`src/logic/pdc_pkg.sv`:
```
// constants, register map and carrier types for the pll divider configuration block
`default_nettype none
package pdc_pkg;
    // register offsets on the control port
    localparam logic [7:0] OFS_REF_GPIO_SEL = 8'h12;
    localparam logic [7:0] OFS_P_DIVIDER    = 8'h14;
    localparam logic [7:0] OFS_J_MULT       = 8'h15;
    localparam logic [7:0] OFS_D_FRAC_HIGH  = 8'h16;
    localparam logic [7:0] OFS_D_FRAC_LOW   = 8'h17;
    localparam logic [7:0] OFS_R_MULT       = 8'h18;
    localparam logic [7:0] OFS_DSP_CLK_DIV  = 8'h1B;

    // field widths and positions (all fields sit at bit 0)
    localparam int REF_SEL_W  = 3;
    localparam int PRE_DIV_W  = 4;
    localparam int INT_MULT_W = 6;
    localparam int FRAC_HI_W  = 6;
    localparam int FRAC_LO_W  = 8;
    localparam int FRAC_W     = 14;
    localparam int POST_MUL_W = 4;
    localparam int DSP_DIV_W  = 7;
    localparam int FIELD_LSB  = 0;

    // values after reset
    localparam logic [7:0] RST_REF_GPIO_SEL = 8'h00;
    localparam logic [7:0] RST_P_DIVIDER    = 8'h00;
    localparam logic [7:0] RST_J_MULT       = 8'h08;
    localparam logic [7:0] RST_D_FRAC_HIGH  = 8'h00;
    localparam logic [7:0] RST_D_FRAC_LOW   = 8'h00;
    localparam logic [7:0] RST_R_MULT       = 8'h00;
    localparam logic [7:0] RST_DSP_CLK_DIV  = 8'h00;

    // reference pin selector codes
    localparam logic [2:0] REF_SEL_PIN_ZERO = 3'h3;
    localparam logic [2:0] REF_SEL_PIN_TWO  = 3'h5;

    // prohibited codes and limits
    localparam logic [3:0]  PRE_DIV_BAD  = 4'hF;
    localparam logic [5:0]  INT_MULT_BAD = 6'h00;
    localparam logic [13:0] FRAC_MAX     = 14'h270F;
    localparam logic [23:0] FRAC_SCALE   = 24'h002710;

    // effective pll setting as applied to the analog core
    typedef struct packed {
        logic [4:0]  p;     // pre-divider, 1..15
        logic [5:0]  j;     // integer multiplier, 1..63
        logic [13:0] d;     // fraction in ten-thousandths
        logic [4:0]  r;     // multiplier, 1..16
    } pdc_pll_cfg_t;

    // raw codes delivered by the automatic clock configuration logic
    typedef struct packed {
        logic [3:0] p_code;
        logic [5:0] j_code;
        logic [13:0] d;
        logic [3:0] r_code;
        logic [6:0] dsp_code;
    } pdc_auto_t;
endpackage : pdc_pkg
`default_nettype wire

```
`src/logic/pdc_dsp_div.sv`:
```
// enable-pulse divider for the dsp clock, divides source pulses by code plus one
`default_nettype none
module pdc_dsp_div #(
    parameter int WIDTH = 7
) (
    input  wire logic             clk,     // system clock
    input  wire logic             rst,     // synchronous reset, high
    input  wire logic             src_en,  // one pulse per source clock
    input  wire logic [WIDTH-1:0] div,     // divide code, ratio is code plus one
    output logic                  tick     // one pulse per divided period
);
    typedef struct packed {
        logic [WIDTH-1:0] cnt;
        logic             tick;
    } pdc_div_st_t;

    pdc_div_st_t st_r;
    pdc_div_st_t st_nxt;

    initial begin
        if (WIDTH < 1 || WIDTH > 16) $error("pdc_dsp_div: WIDTH out of range");
    end

    // count source pulses, a code lowered below the count wraps at once
    always_comb begin
        st_nxt      = st_r;
        st_nxt.tick = 1'b0;
        if (src_en) begin
            if (st_r.cnt >= div) begin
                st_nxt.cnt  = '0;
                st_nxt.tick = 1'b1;
            end else begin
                st_nxt.cnt = st_r.cnt + WIDTH'(1);
            end
        end
    end

    always_ff @(posedge clk) begin
        if (rst) begin
            st_r <= '0;
        end else begin
            st_r <= st_nxt;
        end
    end

    assign tick = st_r.tick;
endmodule : pdc_dsp_div
`default_nettype wire

```
`src/logic/pdc_pll_config.sv`:
```
// pll reference pin select, p/j/d/r settings and dsp clock divider registers
// Function
// RULE1 - select 011 pin zero, 101 pin two, else mute
// RULE2 - pre-divider P equals code plus one
// RULE3 - software never writes pre-divider code 1111
// RULE4 - integer multiplier J taken directly, 1 to 63
// RULE5 - software never writes J code zero
// RULE6 - total factor is J.D times R
// RULE7 - D split six high, eight low bits
// RULE8 - software keeps D within 0 to 9999
// RULE9 - multiplier R equals code plus one
// RULE10 - auto mode ignores programmed P, J, D, R
// RULE11 - dsp divider seven bits, bit seven reserved
// RULE12 - dsp divide by code plus one, auto ignores
// RULE13 - new D applied after both halves written
`default_nettype none
module pdc_pll_config #(
    parameter int DSP_W = pdc_pkg::DSP_DIV_W
) (
    input  wire logic                 SYS_CLK,       // system clock, 40 MHz
    input  wire logic                 RST,           // synchronous reset, high
    input  wire logic                 REG_WR,        // register write strobe
    input  wire logic                 REG_RD,        // register read strobe
    input  wire logic [7:0]           REG_ADDR,      // register offset
    input  wire logic [7:0]           REG_WDATA,     // write data
    output logic      [7:0]           REG_RDATA,     // read data, next cycle
    input  wire logic                 AUTO_MODE,     // automatic clock config active
    input  wire pdc_pkg::pdc_auto_t   AUTO_CFG,      // settings chosen in auto mode
    input  wire logic                 GEN_PIN_ZERO,  // gpio pin zero level
    input  wire logic                 GEN_PIN_TWO,   // gpio pin two level
    output logic                      PLL_REF_GPIO,  // selected gpio reference
    output logic                      PLL_REF_MUTE,  // reference path muted
    output pdc_pkg::pdc_pll_cfg_t     PLL_CFG,       // effective p, j, d, r
    output logic      [23:0]          PLL_MULT_X10K, // J.D*R in ten-thousandths
    output logic                      CFG_ILLEGAL,   // a prohibited code is applied
    input  wire logic                 DSP_SRC_EN,    // dsp source clock pulse
    output logic                      DSP_CLK_EN     // divided dsp clock pulse
);
    typedef struct packed {
        logic [2:0]        ref_sel;
        logic [3:0]        pre_div;
        logic [5:0]        int_mult;
        logic [5:0]        frac_hi;
        logic [7:0]        frac_lo;
        logic              hi_seen;
        logic              lo_seen;
        logic [13:0]       frac_act;
        logic [3:0]        post_mult;
        logic [DSP_W-1:0]  dsp_div;
        logic [DSP_W-1:0]  dsp_eff;
        logic [7:0]        rdata;
        logic              ref_gpio;
        logic              ref_mute;
        pdc_pkg::pdc_pll_cfg_t cfg;
        logic [23:0]       mult;
        logic              illegal;
    } pdc_state_t;

    pdc_state_t st_r;
    pdc_state_t st_nxt;
    logic       dsp_tick;

    initial begin
        if (DSP_W != pdc_pkg::DSP_DIV_W) $error("pdc_pll_config: DSP_W must be 7");
    end

    // selector decode, shared by the pin mux and its check
    function automatic logic [1:0] ref_decode(input logic [2:0] sel);
        unique case (sel)
            pdc_pkg::REF_SEL_PIN_ZERO: ref_decode = 2'h1;
            pdc_pkg::REF_SEL_PIN_TWO:  ref_decode = 2'h2;
            default:                   ref_decode = 2'h0;
        endcase
    endfunction : ref_decode

    // register image on read, reserved bits zero
    function automatic logic [7:0] read_reg(input pdc_state_t s, input logic [7:0] a);
        unique case (a)
            pdc_pkg::OFS_REF_GPIO_SEL: read_reg = {5'h00, s.ref_sel};
            pdc_pkg::OFS_P_DIVIDER:    read_reg = {4'h0, s.pre_div};
            pdc_pkg::OFS_J_MULT:       read_reg = {2'h0, s.int_mult};
            pdc_pkg::OFS_D_FRAC_HIGH:  read_reg = {2'h0, s.frac_hi};
            pdc_pkg::OFS_D_FRAC_LOW:   read_reg = s.frac_lo;
            pdc_pkg::OFS_R_MULT:       read_reg = {4'h0, s.post_mult};
            pdc_pkg::OFS_DSP_CLK_DIV:  read_reg = {1'h0, s.dsp_div};
            default:                   read_reg = 8'h00;
        endcase
    endfunction : read_reg

    // register writes, fraction commit and effective settings
    always_comb begin
        logic [3:0]  p_code;
        logic [5:0]  j_code;
        logic [13:0] d_val;
        logic [3:0]  r_code;
        logic [1:0]  pin;
        logic        hi_now;
        logic        lo_now;
        logic [23:0] jd;
        p_code = '0;
        j_code = '0;
        d_val  = '0;
        r_code = '0;
        pin    = '0;
        hi_now = 1'b0;
        lo_now = 1'b0;
        jd     = '0;
        st_nxt = st_r;
        if (REG_WR) begin
            unique case (REG_ADDR)
                pdc_pkg::OFS_REF_GPIO_SEL: st_nxt.ref_sel   = REG_WDATA[2:0];
                pdc_pkg::OFS_P_DIVIDER:    st_nxt.pre_div   = REG_WDATA[3:0];
                pdc_pkg::OFS_J_MULT:       st_nxt.int_mult  = REG_WDATA[5:0];
                pdc_pkg::OFS_D_FRAC_HIGH: begin
                    st_nxt.frac_hi = REG_WDATA[5:0]; // RULE7
                    hi_now         = 1'b1;
                end
                pdc_pkg::OFS_D_FRAC_LOW: begin
                    st_nxt.frac_lo = REG_WDATA; // RULE7
                    lo_now         = 1'b1;
                end
                pdc_pkg::OFS_R_MULT:       st_nxt.post_mult = REG_WDATA[3:0];
                pdc_pkg::OFS_DSP_CLK_DIV:  st_nxt.dsp_div   = REG_WDATA[6:0]; // RULE11
                default: ;
            endcase
        end
        // hold the fraction back until both halves are in, order free
        if ((st_r.hi_seen || hi_now) && (st_r.lo_seen || lo_now)) begin
            st_nxt.frac_act = {st_nxt.frac_hi, st_nxt.frac_lo}; // RULE13
            st_nxt.hi_seen  = 1'b0;
            st_nxt.lo_seen  = 1'b0;
        end else begin
            st_nxt.hi_seen = st_r.hi_seen || hi_now;
            st_nxt.lo_seen = st_r.lo_seen || lo_now;
        end
        // read data is held until the next read
        if (REG_RD) begin
            st_nxt.rdata = read_reg(st_r, REG_ADDR);
        end
        // reference pin mux, unused codes mute the path
        pin             = ref_decode(st_r.ref_sel);
        st_nxt.ref_mute = (pin == 2'h0); // RULE1
        st_nxt.ref_gpio = (pin == 2'h1) ? GEN_PIN_ZERO :
                          (pin == 2'h2) ? GEN_PIN_TWO : 1'b0; // RULE1
        // auto mode takes every factor from the auto logic
        if (AUTO_MODE) begin
            p_code         = AUTO_CFG.p_code; // RULE10
            j_code         = AUTO_CFG.j_code;
            d_val          = AUTO_CFG.d;
            r_code         = AUTO_CFG.r_code;
            st_nxt.dsp_eff = AUTO_CFG.dsp_code; // RULE12
        end else begin
            p_code         = st_r.pre_div;
            j_code         = st_r.int_mult;
            d_val          = st_r.frac_act;
            r_code         = st_r.post_mult;
            st_nxt.dsp_eff = st_r.dsp_div; // RULE12
        end
        st_nxt.cfg.p = {1'b0, p_code} + 5'h01; // RULE2
        st_nxt.cfg.j = j_code; // RULE4
        st_nxt.cfg.d = d_val;
        st_nxt.cfg.r = {1'b0, r_code} + 5'h01; // RULE9
        // 63.9999 * 16 still fits in 24 bits
        jd          = 24'(j_code) * pdc_pkg::FRAC_SCALE + 24'(d_val);
        st_nxt.mult = 24'(jd * 24'({1'b0, r_code} + 5'h01)); // RULE6
        // flags a setting software was told never to use
        st_nxt.illegal = (p_code == pdc_pkg::PRE_DIV_BAD)
                       || (j_code == pdc_pkg::INT_MULT_BAD)
                       || (d_val > pdc_pkg::FRAC_MAX); // RULE3 RULE5 RULE8
    end

    always_ff @(posedge SYS_CLK) begin
        if (RST) begin
            st_r           <= '0;
            st_r.ref_sel   <= pdc_pkg::RST_REF_GPIO_SEL[2:0];
            st_r.pre_div   <= pdc_pkg::RST_P_DIVIDER[3:0];
            st_r.int_mult  <= pdc_pkg::RST_J_MULT[5:0];
            st_r.frac_hi   <= pdc_pkg::RST_D_FRAC_HIGH[5:0];
            st_r.frac_lo   <= pdc_pkg::RST_D_FRAC_LOW;
            st_r.post_mult <= pdc_pkg::RST_R_MULT[3:0];
            st_r.dsp_div   <= pdc_pkg::RST_DSP_CLK_DIV[6:0];
            st_r.ref_mute  <= 1'b1;
        end else begin
            st_r <= st_nxt;
        end
    end

    // dsp clock divider on source pulses
    pdc_dsp_div #(
        .WIDTH (DSP_W)
    ) u_dsp_div (
        .clk    (SYS_CLK),
        .rst    (RST),
        .src_en (DSP_SRC_EN),
        .div    (st_r.dsp_eff),
        .tick   (dsp_tick)
    );

    // outputs straight from flops
    assign REG_RDATA     = st_r.rdata;
    assign PLL_REF_GPIO  = st_r.ref_gpio;
    assign PLL_REF_MUTE  = st_r.ref_mute;
    assign PLL_CFG       = st_r.cfg;
    assign PLL_MULT_X10K = st_r.mult;
    assign CFG_ILLEGAL   = st_r.illegal;
    assign DSP_CLK_EN    = dsp_tick;
endmodule : pdc_pll_config
`default_nettype wire

```
`config.mk`:
```
export PLATFORM = sky130hd
export DESIGN_NAME = pdc_pll_config
export DESIGN_NICKNAME = d
export VERILOG_FILES = /design/src/logic/pdc_pkg.sv /design/src/logic/pdc_dsp_div.sv /design/src/logic/pdc_pll_config.sv
export SDC_FILE = /design/constraint.sdc
export NUM_CORES = 1
export LEC_CHECK = 0
export ABC_AREA = 1
export BUFFER_PORTS_ARGS = -buffer_cell sky130_fd_sc_hd__buf_2
export CORE_MARGIN = 2
export CORE_UTILIZATION = 60
export DETAILED_ROUTE_END_ITERATION = 10
export HOLD_SLACK_MARGIN = 0.12
export PLACE_DENSITY_LB_ADDON = 0.3
export SLEW_MARGIN = 20
export SYNTH_ARGS = -nofsm -noshare
export SYNTH_HDL_FRONTEND = slang
export SYNTH_HIERARCHICAL = 1
export SYNTH_SLANG_ARGS = --single-unit
```
`constraint.sdc`:
```
create_clock -name SYS_CLK -period 10.98 [get_ports SYS_CLK]
set_clock_uncertainty 0.05 [all_clocks]
set_input_delay 1.098 -clock SYS_CLK [delete_from_list [all_inputs] [get_ports SYS_CLK]]
set_output_delay 1.098 -clock SYS_CLK [all_outputs]
set_load 0.03 [all_outputs]
```
**Yosys cells after proc, flatten, opt, wreduce, memory -nomap -nowiden**

Cells that the tools add are included.

- Register bits after elaboration: 134
- Bits in latches: 0
- RAM bits: 0
- ROM bits: 0
- Input bits: 59
- Word-level logic and storage cells: 76
- Memories: 0

- Add/sub/neg operators: 5
- Multiply operators: 2
- Divide/modulo/power cells: 0
- Order comparisons: 2
- Equality and inequality tests: 12
- Shift operators: 0
- Mux-type cells: 18
- Bitwise operators: 1
- Reductions and logical operators: 14

Operators by type and width:

| operator | count |
|---|---|
| == test 8 x 5 -> 1 bit (second input constant) | 7 |
| case mux 8 bit (7 select lines) | 1 |
| two-way mux 14 bit | 2 |
| multiplier 21 x 5 -> 24 bit | 1 |
| adder 20 x 14 -> 21 bit | 1 |
| multiplier 6 x 10 -> 16 bit (second input constant) | 1 |
| adder 4 x 1 -> 5 bit (second input constant) | 3 |
| > comparator 14 bit (second input constant) | 1 |
| two-way mux 7 bit | 2 |
| two-way mux 6 bit | 2 |
| AND reduction 2 bit | 5 |
| two-way mux 4 bit | 2 |
| two-way mux 8 bit | 1 |
| adder 7 x 1 -> 7 bit (second input constant) | 1 |
| greater-or-equal comparator 7 bit | 1 |
| two-way mux 1 bit | 7 |
| logical NOT 6 bit | 1 |
| == test 4 bit (second input constant) | 1 |
| logical OR 1 bit | 4 |
| case mux 2 bit (2 select lines) | 1 |
| OR reduction 2 bit | 2 |
| == test 3 x 2 -> 1 bit (second input constant) | 1 |
| == test 3 bit (second input constant) | 1 |
| == test 2 x 1 -> 1 bit (second input constant) | 1 |
| other kinds (4) | 4 |

**Logic depth before layout (Yosys ltp)**

- Depth after elaboration: 6
- Mapped depth: 41
- Mapped depth without buffers: 39

**By module**

The synthesis kept the hierarchy.

Modules (own cells, without submodules):

| module | instances | cells each | area an instance (um^2) |
|---|---|---|---|
| pdc_pll_config | 1 | 1,235 | 9,554.2 |
| pdc_dsp_div | 1 | 74 | 563.0 |

**Worst setup path after synthesis**

OpenSTA, ideal clock, no wires.

- Kind: input-to-reg
- From: in AUTO_MODE
- To: reg st_r, in the netlist PLL_MULT_X10K[23]
- Setup time: 0.115 ns
- Arrival time: 7.942 ns
- Data required time: 10.815 ns
- Path slack: 2.873 ns
- Cell stages on the path: 33
- Buffers on the path: 3
- Path through: buf_4 -> buf_2 -> clkbuf_1 -> o21ai_0 -> fa_1 -> fa_1 -> inv_1 -> ha_1 -> inv_1 -> fa_1 -> inv_1 -> ha_1 -> a21oi_1 -> o21ai_2 -> a21boi_2 -> xor2_1 -> nor2_1 -> fa_1 -> fa_1 -> inv_1 -> fa_1 -> inv_1 -> ha_1 -> a21oi_1 -> o21ai_0 -> a21oi_1 -> nand3_1 -> nand2_1 -> nand2_1 -> a21boi_0 -> nand3_2 -> nand2_1 -> nor2_1

- Cells in the longest elaborated chain, start to end: 4
- Elaborated cells between the ends (all ways): 7
- Those cells by class: add/sub: 2; mul: 2; mux: 3

Ends and longest elaborated chain:

| element | RTL line | source |
|---|---|---|
| start, declared | pdc_pll_config.sv:27 | `input wire logic AUTO_MODE,` |
| two-way mux 6 bit | pdc_pll_config.sv:146 | `if (AUTO_MODE) begin` |
| multiplier 6 x 10 -> 16 bit | pdc_pll_config.sv:164 | `jd = 24'(j_code) * pdc_pkg::FRAC_SCALE + 24'(d_val);` |
| adder 20 x 14 -> 21 bit | pdc_pll_config.sv:164 |  |
| multiplier 21 x 5 -> 24 bit (*) | pdc_pll_config.sv:165 | `st_nxt.mult = 24'(jd * 24'({1'b0, r_code} + 5'h01));` |
| end signal, assigned | pdc_pll_config.sv:184 | `st_r <= st_nxt;` |
| end, declared | pdc_pll_config.sv:59 | `pdc_state_t st_r;` |

Mark *: on every way between the ends. The rest lies on a longest branch, timed or not.
A chain may end at the register's enable or synchronous reset.

==> impl_metrics.yaml <==
sta:
  hold_violations: 0
  setup_viol: 0
  slew-limit-headroom_pct: 42.1
  worst_slew_pin_slew_ns: 0.860
  period_share_pct: 81.6
  rsz0062_at_grt: "false"
  maxSlewViolCount: 0
  fin_crit_ns: 8.96
  fmax_ghz: 0.112
  setup_tns_ns: 0
synthesis:
  synth_seq_cells: 134
  avgSynthCellArea_sq_um: 7.73
  ys_seq_area_share_pct: 26.5
  synthCells: 1309
  synth.distinct_cells: 54
  syn-cell-area_sq_um: 10100
  yosysWarningCount: 6
  synthFlopType: "dfxtp_1"
  async_reset_ff_share_pct: 0
  synth-edff-count: 0
placement:
  port_buffers: 124
  gp_congestion: 0.929
  dp_cells: 1562
  hpwl_um: 18700
floorplan:
  rows: 47
  ios: 125
  design.die.area_sq_um: 17900
  die_x_um: 134
  die_h_um: 134
  core_sq_um: 16500
  initial_core_util_pct: 61.2
global_route:
  gr-total-overflow: 0
  track_usage_pct: 28.3
  grt_pass1_vias: 8457
  grt_max_degree: 61
  grt_pass1_wl_um: 40300
  antenna_found_initial: 0
final_layout:
  layout-drive-gt1-share_pct: 18.0
  final_cell_mix: "inv_1, nand2_1, nor2_1"
  n_fill_cell: 1411
  syn2layout_area_growth_pct: 8.77
  final_cell_count_no_fill: 1594
  mostFrequentLayoutCell: "inv_1"
  layout.nets: 1560
  diodes: 0
setup_path:
  cp_common_cell: "ha_1"
  crit_path_start_kind: "input port"
  cp_slowest_cell: "fa_1"
  required_ns: 11.24
  critical-path-top-delay-family: "adder cells"
  criticalPathCategory: "input port to flip-flop"
  arrival_ns: 9.22
  reg2regPathDepth: 29
  crit_path_max_incr_delay_ns: 0.54
  cp_num_buf_inv: 5
  worstPathMaxFanout: 35
  worst_setup_path_end_kind: "flip-flop"
  crit_cells: 32
outcome:
  status: "complete, no violations"
cts:
  cts_resized: 0
  cts_tree: "built"
  clk_path_buf_depth: 2
  path_clk_slew_ns: 0.07
  postCtsHoldBufs: 0
  numClockSinks: 134
  post_cts_buffers: 0
  cts_buffers: 17
  cts_root_buf: "clkbuf_16"
  htreeDepth: 4
  clock_latency_ns: 0.43
pwr:
  p_per_area_nw_per_um2: 253
  p_leak_uw: 0.00569
  ir_drop_mv: 0.199
routing:
  post_drt_wl_per_cell_um: 15.1
  first_pass_iters: 5
  ant_nets: 0
  route.vias.total: 8546
  drt-total-wl_um: 24100
  dr.first_iter.drc_count: 699
  drcViolationCount: 0
  vias_per_cell: 5.36
run:
  drv_cap: 0
hold_path:
  hold_class: "flip-flop to flip-flop"
  hold_path_depth: 2
-- metal layers --
layer	GRT usage, %	routed length, um	vias to the layer above	share of wire [%]
met5	0	0	-	0
li1	-	-	4186	-
met1	37.1	10700	3981	44
met3	6.76	1750	57	7.3
met2	45.7	10900	322	45
met4	10.6	706	0	2.9
-- worst register-to-register path: cells and delay by family (launching register included) --
kind / cells / cell delay [ns]
flip-flops: 1 / 0.32
XOR/XNOR: 2 / 0.61
buffers and inverters: 3 / 0.37
AND/OR/NAND/NOR: 10 / 1.27
adder cells (fa/ha/maj): 9 / 3.65
AO/OA/AOI/OAI: 5 / 1.32
-- kinds of logic (layout without fill, tap and decap cells) --
logic type      count (synthesis)  in the layout  synth area share [%]
buf+inv                       318            382                  14.6
compound gates                244            244                  14.1
mux                             4              4                 0.396
other cells                     2              3                0.0742
fa+ha+maj                     140            140                  22.1
xor+xnor                       23             23                  1.99
flops                         134            134                  26.5
simple gates                  444            444                  20.3
-- where the power goes --
| group | leakage, uW | total [uW] | switching (uW) | internal, uW |
|---|---|---|---|---|
| Sequential | 0.00109 | 545 | 10.1 | 535 |
| Clock | 0.000295 | 573 | 249 | 324 |
| Combinational | 0.00430 | 1670 | 1080 | 586 |
-- synth_stat cells, types with 4 or more instances --
cell type  number  area [sq um]
nand3_1        27           135
a211oi_2        8           100
nand3_2         8          80.1
o21ai_1         5          25.0
ha_1           76           951
clkbuf_1       17          63.8
nand2_1       186           698
nand2_4         8          90.1
xor2_1         14           123
nor2_4          5          56.3
buf_4          66           495
o21bai_1        4          30.0
nor2_1        144           541
inv_1         213           800
inv_2           6          22.5
nor3_1          7          35.0
o22a_1         14           123
nand4_1         9          56.3
mux2i_1         4          40.0
fa_1           64          1280
o21ai_0        83           415
nand2_2        11          68.8
a21oi_1        97           485
o21ai_2         4          35.0
buf_2           7          35.0
xnor2_1         9          78.8
dfxtp_1       134          2680
or2_2          24           150
o22ai_1        11          68.8
-- state kept, by name, summed over array words and instances, names as in the netlist --
signal / flops
PLL_REF_MUTE: 1
PLL_REF_GPIO: 1
CFG_ILLEGAL: 1
u_dsp_div/st_r: 7
PLL_CFG: 30
u_dsp_div/tick: 1
PLL_MULT_X10K: 24
REG_RDATA: 8
st_r: 61
-- area by class of cell --
class | count | area, sq um | share of cell area, %
Clock buffer | 17 | 425 | 3.87
Clock inverter | 15 | 160 | 1.46
Inverter | 223 | 846 | 7.69
Multi-Input combinational cell | 858 | 5970 | 54.3
Sequential cell | 134 | 2680 | 24.4
Tap cell | 220 | 275 | 2.50
Timing Repair Buffer | 127 | 643 | 5.84
-- final timing paths --
path                                          end  slack [ns]       from
worst max-delay path            PLL_MULT_X10K[23]        2.02  AUTO_MODE
worst max register to register  PLL_MULT_X10K[23]        3.27  st_r[114]
worst min-delay path                 REG_RDATA[7]        0.41  st_r[106]
worst min register to register       REG_RDATA[7]        0.41  st_r[106]
-- stage by stage --
| step | total power, uW | util [%] | worst slack [ns] | instance area [sq um] | hold WS [ns] |
|---|---|---|---|---|---|
| 2_1_floorplan | 1900 | - | 2.87 | 10100 | 0.384 |
| 3_3_place_gp | 2170 | 63.0 | 2.09 | 10400 | 0.400 |
| 3_5_place_dp | 2190 | 63.0 | 1.68 | 10400 | 0.400 |
| 4_1_cts | 2780 | 66.6 | 2.11 | 11000 | 0.410 |
| 5_1_grt | 3070 | 66.6 | 1.33 | 11000 | 0.441 |
| 6_report | 2790 | 66.6 | 2.02 | 11000 | 0.412 |
No activity file was read; power rests on OpenSTA's default activity.
